$ cat config.mk
export PLATFORM = sky130hd
export DESIGN_NAME = tec_top
export DESIGN_NICKNAME = d
export VERILOG_FILES = /design/src/tec_pkg.sv /design/src/tec_chan.sv /design/src/tec_top.sv
export VERILOG_INCLUDE_DIRS = /design/src
export SDC_FILE = /design/constraint.sdc
export NUM_CORES = 1
export LEC_CHECK = 0
export BUFFER_PORTS_ARGS = -buffer_cell sky130_fd_sc_hd__buf_2
export CAP_MARGIN = 25
export CORE_UTILIZATION = 60
export DETAILED_ROUTE_END_ITERATION = 8
export GPL_TIMING_DRIVEN = 0
export PLACE_DENSITY_LB_ADDON = 0.12
export SLEW_MARGIN = 20
export SYNTH_ARGS = -nofsm -noshare
export SYNTH_HDL_FRONTEND = slang
export SYNTH_HIERARCHICAL = 1
export SYNTH_SLANG_ARGS = --single-unit
$ cat constraint.sdc
create_clock -name clk -period 5.4 [get_ports clk]
set_input_delay 0.27 -clock clk [delete_from_list [all_inputs] [get_ports clk]]
set_output_delay 0.27 -clock clk [all_outputs]
set_load 0.005 [all_outputs]
$ cat src/tec_cfg.svh
// constants for the triple 16-bit timer/event counter
`ifndef TEC_CFG_SVH
`define TEC_CFG_SVH

// register addresses on the cpu-side port
`define TEC_ADDR_C0_LOW   4'h0
`define TEC_ADDR_C0_HIGH  4'h1
`define TEC_ADDR_C0_CTL   4'h2
`define TEC_ADDR_C1_LOW   4'h3
`define TEC_ADDR_C1_HIGH  4'h4
`define TEC_ADDR_C1_CTL   4'h5
`define TEC_ADDR_C2_LOW   4'h6
`define TEC_ADDR_C2_HIGH  4'h7
`define TEC_ADDR_C2_CTL   4'h8

// mode field encodings (control bits 7:6)
`define TEC_MODE_IDLE     2'h0
`define TEC_MODE_EVENT    2'h1
`define TEC_MODE_TIMER    2'h2
`define TEC_MODE_PULSE    2'h3

// control register layout and reset value
`define TEC_CTL_MODE_HI   7
`define TEC_CTL_MODE_LO   6
`define TEC_CTL_RUN_BIT   4
`define TEC_CTL_EDGE_BIT  3
`define TEC_CTL_RESET     8'h00
`define TEC_CTL_WMASK     8'hd8

// internal clock divider for counter 0 and counter 2
`define TEC_SYS_DIV       4
`define TEC_DIV_LAST      2'h3
`define TEC_COUNT_MAX     16'hffff

`endif

$ cat src/tec_pkg.sv
// types for the triple 16-bit timer/event counter
package tec_pkg;

   typedef struct packed {
      logic [1:0] mode;
      logic       spare5;
      logic       run;
      logic       edge_sel;
      logic [2:0] spare;
   } tec_ctrl_t;

   typedef struct packed {
      logic       wr;
      logic       rd;
      logic [3:0] addr;
      logic [7:0] wdata;
   } tec_req_t;

   typedef enum logic [1:0] {
      TEC_KIND_LOW,
      TEC_KIND_HIGH,
      TEC_KIND_CTL,
      TEC_KIND_NONE
   } tec_kind_t;

   typedef enum logic {
      TEC_PW_WAIT,
      TEC_PW_MEASURE
   } tec_pw_state_t;

endpackage

$ cat src/tec_chan.sv
// one 16-bit count-up channel with preload, event and pulse-width logic
`timescale 1ns/1ps
`include "tec_cfg.svh"

module tec_chan #(
   parameter bit HAS_EXT = 1'b1
) (
   input  wire logic              clk,
   input  wire logic              nrst,
   input  wire logic              tick,
   input  wire logic              ext_lvl,
   input  wire tec_pkg::tec_ctrl_t ctrl,
   input  wire logic              pre_wr,
   input  wire logic [15:0]       pre_data,
   output logic [15:0]            count,
   output logic                   ovf,
   output logic                   run_clr
);

   logic [15:0]            preload_reg;
   logic [15:0]            count_reg;
   logic                   ext_prev_reg;
   tec_pkg::tec_pw_state_t pw_reg;
   logic [1:0]             mode;
   logic                   rise;
   logic                   fall;
   logic                   adv;
   logic                   pw_start;
   logic                   pw_stop;
   logic                   pw_on;

   // without an external pin only the timer mode is real
   assign mode = (HAS_EXT || ctrl.mode == `TEC_MODE_TIMER) ? ctrl.mode : `TEC_MODE_IDLE;
   assign rise = ext_lvl & ~ext_prev_reg;
   assign fall = ~ext_lvl & ext_prev_reg;
   // edge low: start on falling, end on return high
   assign pw_start = ctrl.edge_sel ? rise : fall;                      // [RULE21]
   assign pw_stop  = ctrl.edge_sel ? fall : rise;                      // [RULE21]
   assign pw_on = ctrl.run && mode == `TEC_MODE_PULSE;

   always_comb begin
      unique case (mode)
         `TEC_MODE_TIMER: adv = ctrl.run & tick;                       // [RULE18] [RULE19]
         `TEC_MODE_EVENT: adv = ctrl.run & (ctrl.edge_sel ? fall : rise); // [RULE6] [RULE20]
         `TEC_MODE_PULSE: adv = pw_on & (pw_reg == tec_pkg::TEC_PW_MEASURE) & tick; // [RULE18]
         default:         adv = 1'b0;                                  // [RULE22]
      endcase
   end

   always_ff @(posedge clk or negedge nrst) begin
      if (!nrst) begin
         ext_prev_reg <= 1'b0;
      end else begin
         ext_prev_reg <= ext_lvl;
      end
   end

   always_ff @(posedge clk or negedge nrst) begin
      if (!nrst) begin
         pw_reg <= tec_pkg::TEC_PW_WAIT;
      end else if (!pw_on) begin
         pw_reg <= tec_pkg::TEC_PW_WAIT;
      end else begin
         unique case (pw_reg)
            tec_pkg::TEC_PW_WAIT:    if (pw_start) pw_reg <= tec_pkg::TEC_PW_MEASURE; // [RULE21]
            tec_pkg::TEC_PW_MEASURE: if (pw_stop) pw_reg <= tec_pkg::TEC_PW_WAIT;
         endcase
      end
   end

   // combinational so the run bit drops before the wait state can re-arm
   assign run_clr = pw_on & (pw_reg == tec_pkg::TEC_PW_MEASURE) & pw_stop; // [RULE21]

   // no reset: contents are undefined until software writes them
   always_ff @(posedge clk) begin
      if (pre_wr) begin
         preload_reg <= pre_data;                                      // [RULE8] [RULE10]
      end
   end

   always_ff @(posedge clk or negedge nrst) begin
      if (!nrst) begin
         count_reg <= 16'h0000;
      end else if (pre_wr && !ctrl.run) begin
         count_reg <= pre_data;                                        // [RULE9]
      end else if (adv) begin
         if (count_reg == `TEC_COUNT_MAX) begin
            count_reg <= preload_reg;                                  // [RULE7] [RULE10]
         end else begin
            count_reg <= count_reg + 16'h0001;                         // [RULE1]
         end
      end
   end

   assign ovf   = adv && count_reg == `TEC_COUNT_MAX;                  // [RULE7]
   assign count = count_reg;

endmodule

$ cat src/tec_top.sv
// triple 16-bit timer/event counter: register port, clock sources, pins
//
// Overview of operation
// RULE1: three independent 16-bit counters, all counting upward.
// RULE2: counters 0 and 1 time, count events, measure pulses; counter 2 only times.
// RULE3: counter 0 internal clock is system clock divided by four.
// RULE4: counter 1 internal clock is the 32768Hz low-frequency clock.
// RULE5: counter 2 counts only the internal system-derived clock, no external input.
// RULE6: event mode adds exactly one per selected-polarity pin transition.
// RULE7: on passing ffff, raise interrupt request, reload preload, keep counting.
// RULE8: preload register has no reset value; unknown until written.
// RULE9: preload write while counter stopped also loads the live count.
// RULE10: preload write while running reaches the count only at next overflow.
// RULE11: low byte write only fills a holding buffer.
// RULE12: high byte write loads high byte together with buffered low byte.
// RULE13: high byte read latches current low byte into read buffer.
// RULE14: low byte read returns the latched buffer, not the live low byte.
// RULE15: software should write low byte before high byte.
// RULE16: shared pins act as counter inputs only in external-input modes.
// RULE17: software keeps a counter in timer mode when its pin is plain I/O.
// RULE18: control bits 7:6 select mode; 10 timer, 11 pulse width.
// RULE19: control bit 4 is run enable; set runs, clear stops.
// RULE20: control bit 3 low counts rising edges, high counts falling edges.
// RULE21: pulse mode counts from active edge, stops and clears run on return.
// RULE22: mode 01 is event counting; mode 00 leaves the counter idle.
`timescale 1ns/1ps
`include "tec_cfg.svh"

module tec_top (
   input  wire logic             clk,
   input  wire logic             nrst,
   input  wire tec_pkg::tec_req_t req,
   input  wire logic [1:0]       ext_pin,
   input  wire logic             lf_clk_pin,
   output logic [7:0]            rd_data,
   output logic                  rd_valid,
   output logic [2:0]            irq,
   output logic [1:0]            pin_is_counter_in
);

   logic [1:0]          ext_meta_reg;
   logic [1:0]          ext_sync_reg;
   logic                lf_meta_reg;
   logic                lf_sync_reg;
   logic                lf_prev_reg;
   logic [1:0]          div_reg;
   tec_pkg::tec_ctrl_t  ctrl_reg [3];
   logic [7:0]          wr_buf_reg [3];
   logic [7:0]          rd_buf_reg [3];
   logic [7:0]          rd_data_reg;
   logic                rd_valid_reg;
   logic [2:0]          irq_reg;
   logic [1:0]          pin_sel_reg;
   logic [2:0]          tick;
   logic [2:0]          ext_lvl;
   logic [2:0]          pre_wr;
   logic [2:0]          ovf;
   logic [2:0]          run_clr;
   logic [15:0]         count [3];
   logic [1:0]          sel;
   tec_pkg::tec_kind_t  kind;

   function automatic logic [1:0] chan_of(input logic [3:0] a);
      logic [1:0] c;
      c = 2'h0;
      if (a >= `TEC_ADDR_C1_LOW && a <= `TEC_ADDR_C1_CTL) c = 2'h1;
      if (a >= `TEC_ADDR_C2_LOW && a <= `TEC_ADDR_C2_CTL) c = 2'h2;
      return c;
   endfunction

   function automatic tec_pkg::tec_kind_t kind_of(input logic [3:0] a);
      tec_pkg::tec_kind_t k;
      unique case (a)
         `TEC_ADDR_C0_LOW, `TEC_ADDR_C1_LOW, `TEC_ADDR_C2_LOW:    k = tec_pkg::TEC_KIND_LOW;
         `TEC_ADDR_C0_HIGH, `TEC_ADDR_C1_HIGH, `TEC_ADDR_C2_HIGH: k = tec_pkg::TEC_KIND_HIGH;
         `TEC_ADDR_C0_CTL, `TEC_ADDR_C1_CTL, `TEC_ADDR_C2_CTL:    k = tec_pkg::TEC_KIND_CTL;
         default:                                                 k = tec_pkg::TEC_KIND_NONE;
      endcase
      return k;
   endfunction

   function automatic logic ext_mode(input tec_pkg::tec_ctrl_t c);
      return c.mode == `TEC_MODE_EVENT || c.mode == `TEC_MODE_PULSE;
   endfunction

   // strobe aimed at register kind k of channel c
   function automatic logic chan_hit(input logic               s,
                                     input logic [3:0]         a,
                                     input logic [1:0]         c,
                                     input tec_pkg::tec_kind_t k);
      return s && chan_of(a) == c && kind_of(a) == k;
   endfunction

   assign sel  = chan_of(req.addr);
   assign kind = kind_of(req.addr);

   // pins are asynchronous to clk; only the second stage is read
   always_ff @(posedge clk or negedge nrst) begin
      if (!nrst) begin
         ext_meta_reg <= 2'h0;
         ext_sync_reg <= 2'h0;
      end else begin
         ext_meta_reg <= ext_pin;
         ext_sync_reg <= ext_meta_reg;
      end
   end

   // low-frequency clock treated as data; its edge is found after syncing
   always_ff @(posedge clk or negedge nrst) begin
      if (!nrst) begin
         lf_meta_reg <= 1'b0;
         lf_sync_reg <= 1'b0;
         lf_prev_reg <= 1'b0;
      end else begin
         lf_meta_reg <= lf_clk_pin;
         lf_sync_reg <= lf_meta_reg;
         lf_prev_reg <= lf_sync_reg;
      end
   end

   always_ff @(posedge clk or negedge nrst) begin
      if (!nrst) begin
         div_reg <= 2'h0;
      end else begin
         div_reg <= div_reg + 2'h1;                                    // [RULE3]
      end
   end

   assign tick[0] = div_reg == `TEC_DIV_LAST;                          // [RULE3]
   assign tick[1] = lf_sync_reg & ~lf_prev_reg;                        // [RULE4]
   assign tick[2] = div_reg == `TEC_DIV_LAST;                          // [RULE5]

   // a pin reaches its counter only in event or pulse mode
   assign ext_lvl[0] = ext_mode(ctrl_reg[0]) & ext_sync_reg[0];        // [RULE16]
   assign ext_lvl[1] = ext_mode(ctrl_reg[1]) & ext_sync_reg[1];        // [RULE16]
   assign ext_lvl[2] = 1'b0;                                           // [RULE5]

   always_comb begin
      pre_wr = 3'h0;
      if (req.wr && kind == tec_pkg::TEC_KIND_HIGH) begin
         pre_wr[sel] = 1'b1;                                           // [RULE12]
      end
   end

   for (genvar i = 0; i < 3; i++) begin : g_chan
      tec_chan #(
         .HAS_EXT (i < 2)                                              // [RULE2]
      ) u_chan (
         .clk      (clk),
         .nrst     (nrst),
         .tick     (tick[i]),
         .ext_lvl  (ext_lvl[i]),
         .ctrl     (ctrl_reg[i]),
         .pre_wr   (pre_wr[i]),
         .pre_data ({req.wdata, wr_buf_reg[i]}),                       // [RULE12]
         .count    (count[i]),
         .ovf      (ovf[i]),
         .run_clr  (run_clr[i])
      );

      // software write wins over the hardware clear of the run bit
      always_ff @(posedge clk or negedge nrst) begin
         if (!nrst) begin
            ctrl_reg[i] <= `TEC_CTL_RESET;
         end else if (chan_hit(req.wr, req.addr, 2'(i), tec_pkg::TEC_KIND_CTL)) begin
            ctrl_reg[i] <= req.wdata & `TEC_CTL_WMASK;                 // [RULE18] [RULE19]
         end else if (run_clr[i]) begin
            ctrl_reg[i].run <= 1'b0;                                   // [RULE21]
         end
      end

      always_ff @(posedge clk or negedge nrst) begin
         if (!nrst) begin
            wr_buf_reg[i] <= 8'h00;
         end else if (chan_hit(req.wr, req.addr, 2'(i), tec_pkg::TEC_KIND_LOW)) begin
            wr_buf_reg[i] <= req.wdata;                                // [RULE11]
         end
      end

      always_ff @(posedge clk or negedge nrst) begin
         if (!nrst) begin
            rd_buf_reg[i] <= 8'h00;
         end else if (chan_hit(req.rd, req.addr, 2'(i), tec_pkg::TEC_KIND_HIGH)) begin
            rd_buf_reg[i] <= count[i][7:0];                            // [RULE13]
         end
      end
   end

   always_ff @(posedge clk or negedge nrst) begin
      if (!nrst) begin
         rd_data_reg  <= 8'h00;
         rd_valid_reg <= 1'b0;
      end else begin
         rd_valid_reg <= req.rd;
         if (req.rd) begin
            unique case (kind)
               tec_pkg::TEC_KIND_LOW:  rd_data_reg <= rd_buf_reg[sel]; // [RULE14]
               tec_pkg::TEC_KIND_HIGH: rd_data_reg <= count[sel][15:8]; // [RULE13]
               tec_pkg::TEC_KIND_CTL:  rd_data_reg <= ctrl_reg[sel];
               tec_pkg::TEC_KIND_NONE: rd_data_reg <= 8'h00;
            endcase
         end
      end
   end

   // one-cycle request per overflow; masking is left to the cpu side
   always_ff @(posedge clk or negedge nrst) begin
      if (!nrst) begin
         irq_reg <= 3'h0;
      end else begin
         irq_reg <= ovf;                                               // [RULE7]
      end
   end

   always_ff @(posedge clk or negedge nrst) begin
      if (!nrst) begin
         pin_sel_reg <= 2'h0;
      end else begin
         pin_sel_reg <= {ext_mode(ctrl_reg[1]), ext_mode(ctrl_reg[0])}; // [RULE16]
      end
   end

   assign rd_data           = rd_data_reg;
   assign rd_valid          = rd_valid_reg;
   assign irq               = irq_reg;
   assign pin_is_counter_in = pin_sel_reg;

endmodule

### After elaboration in Yosys (flattened, before gate mapping)

Memories as Yosys holds them, arrays and structs flattened.
Index checks and enable logic that the tools add are counted.

| word-level totals | value |
|---|---|
| flip-flop bits (word level) | 184 |
| memory bits (read-only) | 320 |
| logic and storage cells | 200 |
| memories | 10 |

Memory list:

| memory | words | width | read ports | clocked after Yosys merged registers in | write ports | RTL line | RTL |
|---|---|---|---|---|---|---|---|
| (name not given) | 16 | 2 | 1 | 0 | 0 | tec_top.sv:73 | `unique case (a)` |
| (name not given) | 16 | 2 | 1 | 0 | 0 | tec_top.sv:73 |  |
| (name not given) | 16 | 2 | 1 | 0 | 0 | tec_top.sv:73 |  |
| (name not given) | 16 | 2 | 1 | 0 | 0 | tec_top.sv:73 |  |
| (name not given) | 16 | 2 | 1 | 0 | 0 | tec_top.sv:73 |  |
| (name not given) | 16 | 2 | 1 | 0 | 0 | tec_top.sv:73 |  |
| 4 more memories | n/a | n/a | n/a | n/a | n/a | n/a |  |

| cells by class | value |
|---|---|
| add/subtract/negate cells | 4 |
| magnitude comparators | 7 |
| equality and inequality tests | 24 |
| multiplexer cells | 47 |
| bitwise operators | 29 |
| reductions and logical operators | 43 |

Operator list:

| kind | number |
|---|---|
| 16-bit 2-to-1 mux | 11 |
| 16-bit by 1-bit adder with 16-bit output, second input constant | 3 |
| 16-bit == test, second input constant | 3 |
| 16-bit binary-select mux with 2-bit select | 1 |
| 8-bit binary-select mux with 2-bit select | 2 |
| 8-bit 2-to-1 mux | 4 |
| 8-bit case mux with 4 select lines | 1 |
| 2-bit == test, second input constant | 14 |
| 1-bit logical AND | 28 |
| 1-bit bitwise AND | 20 |
| 1-bit 2-to-1 mux | 18 |
| 2-bit by 1-bit == test with 1-bit output, second input constant | 7 |
| 2-bit logical NOT | 5 |
| 2-bit nonzero test | 5 |
| 1-bit NOT | 8 |
| 1-bit case mux with 2 select lines | 4 |
| 1-bit case mux with 3 select lines | 2 |
| 4-bit by 2-bit greater-or-equal comparator with 1-bit output, second input constant | 1 |
| 4-bit by 3-bit greater-or-equal comparator with 1-bit output, second input constant | 1 |
| 4-bit by 3-bit <= comparator with 1-bit output, second input constant | 1 |
| 4-bit <= comparator, second input constant | 1 |
| 2-bit 2-to-1 mux | 2 |
| 3-bit greater-or-equal comparator, second input constant | 1 |
| 1-bit logical NOT | 3 |
| 7 further kinds | 8 |

### Depth between registers and ports, before layout

Gate-level depths: netlist of the first run.

| depth | value |
|---|---|
| word-level depth | 11 |
| depth in mapped cells | 13 |

### By module

Netlist of the first run, hierarchy kept.

By module, submodules not included:

| module | times used | cells each | area an instance (µm²) | seq. area each (µm²) |
|---|---|---|---|---|
| tec_top | 1 | 314 | 3877.5 | 2077.0 |
| tec_chan (g_chan[0].u_chan ...) | 2 | 184 | 1815.5 | 930.9 |
| tec_chan (g_chan[2].u_chan) | 1 | 162 | 1700.4 | 880.8 |

### Worst setup path after synthesis of the first run

Ideal clock, no wire load.

| timing | value |
|---|---|
| kind | input to register |
| start | input port req[8] in the netlist's numbering |
| end | register g_chan[0].u_chan.count_reg[6] |
| setup time | 0.086 ns |
| arrival time | 3.191 ns |
| required time | 5.314 ns |
| slack | 2.123 ns |
| stages on the path | 11 |
| buffers on the path | 2 |
| path through | inv_1 -> ha_1 -> or3b_4 -> a21oi_4 -> nand2_1 -> nor2_1 -> nor2b_1 -> clkbuf_1 -> clkbuf_1 -> a211oi_1 -> nor3_1 |

| on the way | value |
|---|---|
| word-level cells in the longest chain between the ends | 11 |
| elaborated cells between the ends (all ways) | 20 |

Ends and longest elaborated chain:

| element | RTL line | RTL |
|---|---|---|
| start, declared | tec_top.sv:32 | `input wire tec_pkg::tec_req_t req,` |
| 4-bit by 2-bit greater-or-equal comparator with 1-bit output (no line) or 4-bit by 3-bit <= comparator with 1-bit output (tied branches) | n/a |  |
| 1-bit logical AND (no line) | n/a |  |
| 1-bit 2-to-1 mux | tec_top.sv:66 | `` if (a >= `TEC_ADDR_C1_LOW && a <= `TEC_ADDR_C1_CTL) c = 2'h1; `` |
| 2-bit 2-to-1 mux | tec_top.sv:67 | `` if (a >= `TEC_ADDR_C2_LOW && a <= `TEC_ADDR_C2_CTL) c = 2'h2; `` |
| 2-bit by 3-bit less-than comparator with 1-bit output (not written as such) or 2-bit by 1-bit greater-or-equal comparator with 1-bit output (tied branches) | tec_top.sv:141 | `pre_wr[sel] = 1'b1;` |
| 1-bit logical AND (not written as such) | tec_top.sv:141 |  |
| 1-bit 2-to-1 mux (not written as such) | tec_top.sv:141 |  |
| 1-bit demux with 2-bit select | tec_top.sv:141 |  |
| 3-bit 2-to-1 mux (*) | tec_top.sv:140 | `if (req.wr && kind == tec_pkg::TEC_KIND_HIGH) begin` |
| named net pre_wr[0] | tec_top.sv:56 | `logic [2:0] pre_wr;` |
| 1-bit logical AND (*) | tec_chan.sv:84 | `end else if (pre_wr && !ctrl.run) begin` |
| 16-bit 2-to-1 mux or 2-bit nonzero test (tied branches) | n/a |  |
| end signal, assigned | tec_chan.sv:85 | `count_reg <= pre_data;` |
| end signal, assigned | tec_chan.sv:88 | `count_reg <= preload_reg;` |
| end signal, assigned | tec_chan.sv:90 | `count_reg <= count_reg + 16'h0001;` |
| end, declared | tec_chan.sv:21 | `logic [15:0] count_reg;` |

The timed path passes the listed nets; every way through them passes the cells marked *.
A chain may end at the register's enable or synchronous reset.

### Worst setup path after layout of the first run

| timing | value |
|---|---|
| start | input port req[9] in the netlist's numbering |
| end | register g_chan[2].u_chan.count_reg[0] |

| on the way | value |
|---|---|
| word-level cells in the longest chain between the ends | 11 |
| elaborated cells between the ends (all ways) | 20 |

Ends and longest elaborated chain:

| element | RTL line |
|---|---|
| 4-bit by 2-bit greater-or-equal comparator with 1-bit output (no line) or 4-bit by 3-bit <= comparator with 1-bit output (tied branches) | n/a |
| 1-bit logical AND (no line) | n/a |
| 1-bit 2-to-1 mux | tec_top.sv:66 |
| 2-bit 2-to-1 mux | tec_top.sv:67 |
| 2-bit by 3-bit less-than comparator with 1-bit output (not written as such) or 2-bit by 1-bit greater-or-equal comparator with 1-bit output (tied branches) | tec_top.sv:141 |
| 1-bit logical AND (not written as such) | tec_top.sv:141 |
| 1-bit 2-to-1 mux (not written as such) | tec_top.sv:141 |
| 1-bit demux with 2-bit select | tec_top.sv:141 |
| 3-bit 2-to-1 mux (*) | tec_top.sv:140 |
| named net pre_wr[2] | tec_top.sv:56 |
| 1-bit logical AND (*) | tec_chan.sv:84 |
| 16-bit 2-to-1 mux or 2-bit nonzero test (tied branches) | n/a |
| end signal, assigned | tec_chan.sv:85 |
| end signal, assigned | tec_chan.sv:88 |
| end signal, assigned | tec_chan.sv:90 |
| end, declared | tec_chan.sv:21 |

Marked as above.

==> metrics.txt, run 1 <==
Fillers=1,098; Least-Margin Pin Slew=970 ps; hold buffers post-CTS=5; TritonCTS clock tree=yes; M1 GR Usage=48.2%; PostCTS Resize Cnt=0; clk_lat worst skew=450 ps; FF+latch area=4820 µm²; die area=15,800 µm²; clk root buf=clkbuf_16; DR vias/cell=6.56; final wirelength=24,500 µm; vias in the first global route=7,086; RSZ-0062 raised after global routing=false; GR Overflow Total=0; ant diodes=0; number of H-tree levels=4; fmax=288 MHz; first drt pass iteration count=5; Final Instance Count excl. Fillers=1,100; layer with the highest usage=met2; initial DRC count=808; Mapped Area=9210 µm²; I/O Pins=33; CP Data Arrival Time=3770 ps; Setup Crit Path Kind=in2reg; average wire per standard cell=22.3 µm; # rows=44; CP Launch Type=input pin; layout cells sized above 1=20.0%; Crit. End Element=register; area of the multi-input gates=4100 µm²; vias=7,215; Die X=126 µm; pin count of the biggest net entering global routing=93; post-route ant nets=0; Power Density=420 nW/µm²; CP Launch Point=req[9]; first-pass GRT wire length=39,600 µm; Max rail drop VDD=0.266 mV; worst-path cell chain=buf_2 -> inv_1 -> ha_1 -> or3b_1 -> a21oi_4 -> nand2_1 -> nor2_2 -> buf_6 -> nor2b_1 -> clkbuf_1 -> clkbuf_1 -> o21ai_0; Slew HR=35.2%; Synth Instances=843; HPWL Detailed=17,200 µm; HP Start=req[1]; Period minus WS final=3470 ps; Mapped Nets=871; Slowest-stage cell, CP=nor2_2; CP max stage delay=520 ps; grt met2 use=49.9%; Final period util=64.2%; CP top delay family=simple AND/OR/NAND/NOR gates; Final Hold Vio Count=0; initial antenna violation count=0; final RePlAce weighted congestion=0.924; Setup Fix Bufs, Post-CTS=0; Syn Area/Cell=10.9 µm²; commonest non-fill, non-tap cell in the layout=dfrtp_1; leak pwr=4.27 nW; CP Max Fanout=10; number of max-cap violations=0; Area growth syn-to-layout=12.2%; core box area=14,800 µm²; clk slew on worst S/H paths=70 ps; final net count=931; Clock Skew=13.5 ps; Slew Limit Fails=0; I/O Buffers=32; count of final setup violators=0; CP dominant cell by count=clkbuf_1; Starting Density=62.4%; Worst Hold Class=in2reg; CP required=5700 ps; TritonCTS Buffers=17; worst path bufs/invs=5; total track usage=33.1%; clock sinks=183; dpl cells=1,063; met3 GRT Util=7.01%; die height=126 µm; most frequent cells in the layout=135 x dfrtp_1, 98 x nand2_1, 49 x mux2_2; Sum Neg Setup Slack=0 ps; status=finished, final reports clean; Max Buffers Root-to-Sink=2; warnings from Yosys=6; DRC Markers=0; FF-to-FF Start=ctrl_reg[14]
==> routing by layer <==
layer | up-vias | routed length, µm
met5 | - | 0
met4 | 0 | 525
met3 | 49 | 1820
met2 | 328 | 11200
met1 | 3571 | 10900
li1 | 3267 | -
==> metrics by stage <==
step | setup WS, ps | power (W) | util, % | hold WS [ps] | area [µm²]
after detailed placement | 1600 | 0.00312 | 65.6 | 183 | 9680
after CTS | 2030 | 0.00434 | 69.9 | 222 | 10300
after floorplan | 2120 | 0.00275 | - | -25.6 | 9210
final | 1930 | 0.00434 | 70.0 | 230 | 10300
after global placement | 974 | 0.00307 | 65.0 | 333 | 9600
after global routing | 1750 | 0.00456 | 70.0 | 217 | 10300
==> area by class of cell <==
cell class / count / share of cell area [%]
multi-input cells: 600 / 39.7
well taps: 184 / 2.23
plain buffers: 43 / 2.33
repair buffers: 41 / 2.80
clock inverters: 14 / 1.44
inverters: 17 / 0.618
clock buffers: 18 / 4.25
flip-flops and latches: 183 / 46.7
==> path summary, 6_finish.rpt <==
check / to / slack [ps] / cells past startpoint
min in group asynchronous: lf_prev_reg / 300 / 2
max reg2reg: g_chan[1].u_chan/count[13] / 2670 / 7
min: g_chan[0].u_chan/preload_reg[9] / 230 / 1
max: g_chan[2].u_chan/count[0] / 1930 / 12
min reg2reg: ext_sync_reg[1] / 350 / 0
max in group asynchronous: g_chan[2].u_chan/count[11] / 4320 / 3
==> where the power goes <==
group	switching, W	internal, W
clock	0.000585	0.000629
sequential	0.000446	0.00175
combinational	0.000471	0.000461
total	0.00150	0.00284
No activity file was read; power rests on OpenSTA's default activity.
==> run 2: changes to the inputs <==
Settings changed: CORE_UTILIZATION 60 to 56.
Clock period 5.4 ns to 3 ns, I/O delays scaled along.
==> run 2 against run 1 <==
- final cell count increased by 3.1%
- die area rose by 7.0%
- critical endpoint is now g_chan[2].u_chan/count[4]
- first-iteration DRC count down 7.5%
- hold slack worse by 130 ps
- worst setup slack worse by 1800 ps
- largest cell class unchanged
- clock power rose by 72%
- wire length rose by 2.2%
- combinational power is 80% higher
- highest routed layer unchanged
- register-to-register slack got worse by 2400 ps
==> metrics.txt, run 2 (same netlist as run 1, synthesis figures left out) <==
Post-DP Area=9730 µm²; DRC Markers=0; hold_ws=105 ps; Slew Limit Fails=0; R2R depth=7; area of the multi-input gates=4110 µm²; count of final setup violators=0; M1 GR Usage=43.2%; vias in the first global route=6,988; Power Density=747 nW/µm²; initial DRC count=747; Final period util=94.4%; FF+latch area=4820 µm²; final RePlAce weighted congestion=0.899; die area=17,000 µm²; first-pass GRT wire length=38,800 µm; worst path bufs/invs=4; CP Max Fanout=12; DR vias/cell=6.41; Die X=130 µm; CP max stage delay=430 ps; Worst path depth=14; GR Overflow Total=0; CP Data Arrival Time=3150 ps; first drt pass iteration count=8; status=finished, final reports clean; layer with the highest usage=met2; clk_lat worst skew=430 ps; die height=130 µm; Starting Density=57.7%; Slew HR=37.7%; Least-Margin Pin Slew=932 ps; I/O Buffers=32; Max Buffers Root-to-Sink=2; most frequent cells in the layout=135 x dfrtp_1, 98 x nand2_1, 49 x mux2_2; clock sinks=183; CP required=3320 ps; number of H-tree levels=4; Clock Skew=10.4 ps; final net count=933; clk root buf=clkbuf_16; Worst R2R Setup Slack=320 ps; total track usage=31.1%; Worst Hold Class=in2reg; Setup Crit Path Kind=in2reg; TritonCTS Buffers=17; CP Launch Type=input pin; worst-path cell chain=buf_2 -> inv_1 -> ha_1 -> or3b_1 -> a21oi_4 -> nand2_1 -> nor2_4 -> buf_8 -> nor2b_1 -> buf_2 -> nor2_1 -> a21oi_1 -> a21oi_1 -> a221o_1; Slowest-stage cell, CP=or3b_1; final wirelength=25,000 µm; RSZ-0062 raised after global routing=false; post-route ant nets=0; commonest non-fill, non-tap cell in the layout=dfrtp_1; Setup crit end=g_chan[2].u_chan/count[4]; Final Util=65.0%; Crit. End Element=register; ant diodes=0; I/O Pins=33; Final Hold Vio Count=0; clk slew on worst S/H paths=70 ps; leak pwr=4.28 nW; CP Launch Point=req[9]; Area growth syn-to-layout=12.6%; grt met2 use=47.4%; Fillers=1,271; average wire per standard cell=22.1 µm; final instance area=10,400 µm²; initial antenna violation count=0; pin count of the biggest net entering global routing=69; met3 GRT Util=6.81%; HPWL Detailed=17,300 µm; WHS Path Cells=1; fmax=353 MHz; number of max-cap violations=0; core box area=15,900 µm²; TritonCTS clock tree=yes; Max rail drop VDD=0.504 mV; layout cells sized above 1=20.7%; Worst R2R End=g_chan[1].u_chan/count[13]; Period minus WS final=2830 ps; CP top delay family=simple AND/OR/NAND/NOR gates; vias=7,273; FF-to-FF Start=ctrl_reg[14]; # rows=46
[run 2: cell types whose count changed in the layout (fill, tap and decap cells not counted), sizes merged]
cell / delta
inv: -5
buf: +3
clkinvlp: +3
clkinv: +1
[run 2: layout make-up]
| class | instances | area share, % |
|---|---|---|
| Sequential cell | 183 | 46.5 |
| Timing Repair Buffer | 43 | 2.97 |
| Clock buffer | 19 | 4.27 |
| Multi-Input combinational cell | 600 | 39.7 |
| Inverter | 17 | 0.616 |
| Clock inverter | 13 | 0.954 |
| Tap cell | 216 | 2.61 |
| Buffer | 43 | 2.39 |
[run 2: through the flow]
step / instances / TNS, ps / worst slack [ps] / power [W]
floorplan: 843 / -2160 / -157 / 0.00495
global placement: 1091 / -79860 / -1300 / 0.00553
detailed placement: 1095 / -17220 / -655 / 0.00564
CTS: 1132 / 0 / 29.3 / 0.00772
global route: 1134 / 0 / 1.25 / 0.00814
finish: 1134 / 0 / 169 / 0.00774
[run 2: what timing repair did]
| action | in CTS | in global routing |
|---|---|---|
| buffers inserted | 0 | 2 |
| setup endpoints to repair | 21 | 27 |
| endpoints found under the hold margin | 71 | 0 |
| pin swaps | 0 | 2 |
| gates resized for setup | 6 | 6 |
| hold buffers | 5 | 0 |
[run 2: where the power goes]
part           switching, W  internal (W)
registers          0.000826       0.00315
logic              0.000848      0.000830
clock network      0.000988       0.00109
total               0.00266       0.00507
[run 2: layer usage]
layer  wire length, µm  vias to the layer above
met5                 0                        -
met4               767                        0
met3              2080                       58
met2             11300                      366
met1             10900                     3571
li1                  -                     3278
[run 2: how the worst min path moves through the flow]
stage / slack (ps) / end / from
2_1_floorplan: -150 / ctrl_reg[11] / nrst
3_3_place_gp: 260 / ext_meta_reg[1] / ext_pin[1]
6_report: 100 / g_chan[1].u_chan/preload_reg[10] / req[2]
4_1_cts: 100 / g_chan[2].u_chan/preload_reg[8] / req[0]
3_5_place_dp: 140 / g_chan[1].u_chan/pw_reg / nrst
5_1_grt: 90 / g_chan[1].u_chan/preload_reg[10] / req[2]
==> run 3: changes to the inputs <==
Settings changed: CORE_ASPECT_RATIO set to 1.75, CORE_MARGIN set to 2, CORE_UTILIZATION 56 to 58, CTS_BUF_LIST set to sky130_fd_sc_hd__clkbuf_4.
==> run 3 against run 2 <==
- first-iteration DRC count decreased by 33%
- clock power fell by 34%
- hold slack got worse by 75 ps
- sequential power grew 1%
- global-route usage rose by 1.1 points
- final cell count down 1.7%
- core utilization decreased by 0.60 points
- worst setup slack worse by 17 ps
- die area is 0.12% lower
- register-to-register slack worse by 160 ps
- sequential cell count unchanged
- count of clock-buffer cells in the layout unchanged
==> metrics.txt, run 3 (same netlist as run 1, synthesis figures left out) <==
HPWL Detailed=19,200 µm; GR Overflow Total=0; clk_lat worst skew=570 ps; Clock power frac=19.3%; FF-to-FF Start=ctrl_reg[14]; CP required=3490 ps; Final period util=94.9%; Worst Hold Class=in2reg; vias=7,273; post-route ant nets=0; Slew Limit Fails=0; die area=16,900 µm²; fmax=351 MHz; first drt pass iteration count=6; Int Power=0.00444 W; commonest non-fill, non-tap cell in the layout=dfrtp_1; die height=171 µm; average wire per standard cell=23.8 µm; count of final setup violators=0; Crit. End Element=register; Setup Fix Bufs, Post-CTS=0; Power Density=702 nW/µm²; final net count=940; Max Buffers Root-to-Sink=2; Worst path depth=13; TritonCTS Buffers=17; Slowest-stage cell, CP=or3b_4; layout cells sized above 1=20.2%; core box area=15,700 µm²; Worst R2R End=g_chan[1].u_chan/count[9]; clk root buf=clkbuf_4; final wirelength=26,600 µm; DR vias/cell=6.52; CP Max Fanout=14; total track usage=32.1%; Period minus WS final=2850 ps; first-pass GRT wire length=41,100 µm; Comb pwr share=24.0%; number of max-cap violations=0; I/O Pins=33; vias in the first global route=7,379; Slew HR=33.1%; I/O Buffers=32; Clock Skew=19.0 ps; Max rail drop VDD=0.596 mV; worst path bufs/invs=5; Die X=99.2 µm; Setup crit end=g_chan[0].u_chan/count[6]; clk slew on worst S/H paths=150 ps; initial antenna violation count=1; # rows=61; Final Hold Vio Count=0; Worst R2R Setup Slack=160 ps; Least-Margin Pin Slew=1000 ps; final RePlAce weighted congestion=1.01; share of power burned in registers=56.6%; pin count of the biggest net entering global routing=96; CP top delay family=simple AND/OR/NAND/NOR gates; initial DRC count=502; leak pwr=4.18 nW; Starting Density=58.5%; final worst slack=152 ps; Sw Share=37.5%; Switch Pwr=0.00267 W; Sum Neg Setup Slack=0 ps; worst-path cell chain=buf_2 -> inv_1 -> ha_1 -> or3b_4 -> a21oi_4 -> nand2_1 -> nor2_4 -> buf_8 -> nor2b_1 -> clkbuf_1 -> clkbuf_2 -> a211oi_1 -> nor3_1; Area growth syn-to-layout=9.99%; R2R depth=7; dpl ws=-623 ps; status=finished, final reports clean; most frequent cells in the layout=135 x dfrtp_1, 98 x nand2_1, 49 x mux2_2; CP Data Arrival Time=3340 ps; clock sinks=183; Setup Crit Path Kind=in2reg; CP max stage delay=420 ps; CP Launch Type=input pin; RSZ-0062 raised after global routing=false; DRC Markers=0; Final Util=64.4%; CP Launch Point=req[8]; number of H-tree levels=4; TritonCTS clock tree=yes
run 3: repair_timing:
action,4_1_cts,5_1_grt
hold buffers,13,0
endpoints found under the setup margin,1,24
endpoints found under the hold margin,169,0
gates resized for setup,1,9
pin swaps,0,0
run 3: cell type report:
class | instances | area, µm²
well taps | 189 | 236
clock buffers | 19 | 143
flip-flops and latches | 183 | 4820
repair buffers | 50 | 378
plain buffers | 43 | 246
inverters | 17 | 63.8
diodes | 1 | 2.50
clock inverters | 13 | 141
fillers | 1240 | 5600
multi-input cells | 600 | 4090
run 3: tightest hold or removal path: stages:
cell and delay [ps]:
buf_2 120, nand2_1 110, nor2_2 80, mux2i_1 110
run 3: worst min path at each step:
stage / start / cells past startpoint / slack, ps / endpoint
finish: req[13] / 4 / 30 / ctrl_reg[4]
global route: req[13] / 4 / 5 / ctrl_reg[4]
CTS: req[13] / 4 / 7 / ctrl_reg[4]
detailed placement: nrst / 1 / 60 / rd_valid
global placement: ext_pin[0] / 1 / 260 / ext_meta_reg[0]
floorplan: nrst / 0 / -150 / ctrl_reg[11]
run 3: power groups by stage:
stage               Clock [W]  Sequential, W  Combinational, W
floorplan                   0        0.00368           0.00127
global placement            0        0.00402           0.00160
detailed placement          0        0.00406           0.00167
CTS                   0.00140        0.00400           0.00169
global route          0.00148        0.00409           0.00188
finish                0.00137        0.00402           0.00171
run 3: routing by layer:
layer | vias up | track usage (%) | routed length [µm]
met2 | 295 | 56.5 | 13900
li1 | 3280 | - | -
met3 | 88 | 4.17 | 1140
met4 | 0 | 19.4 | 1580
met1 | 3610 | 36.9 | 9990
met5 | - | 0 | 0
run 3: through the flow:
stage	cell area, µm²	power (W)	hold slack (ps)	cells
final	10100	0.00710	30.2	1115
after global routing	10100	0.00745	5.43	1115
after CTS	10100	0.00709	7.47	1114
after detailed placement	9700	0.00572	55.3	1069
after global placement	9600	0.00562	261	1064
after floorplan	9210	0.00495	-146	843
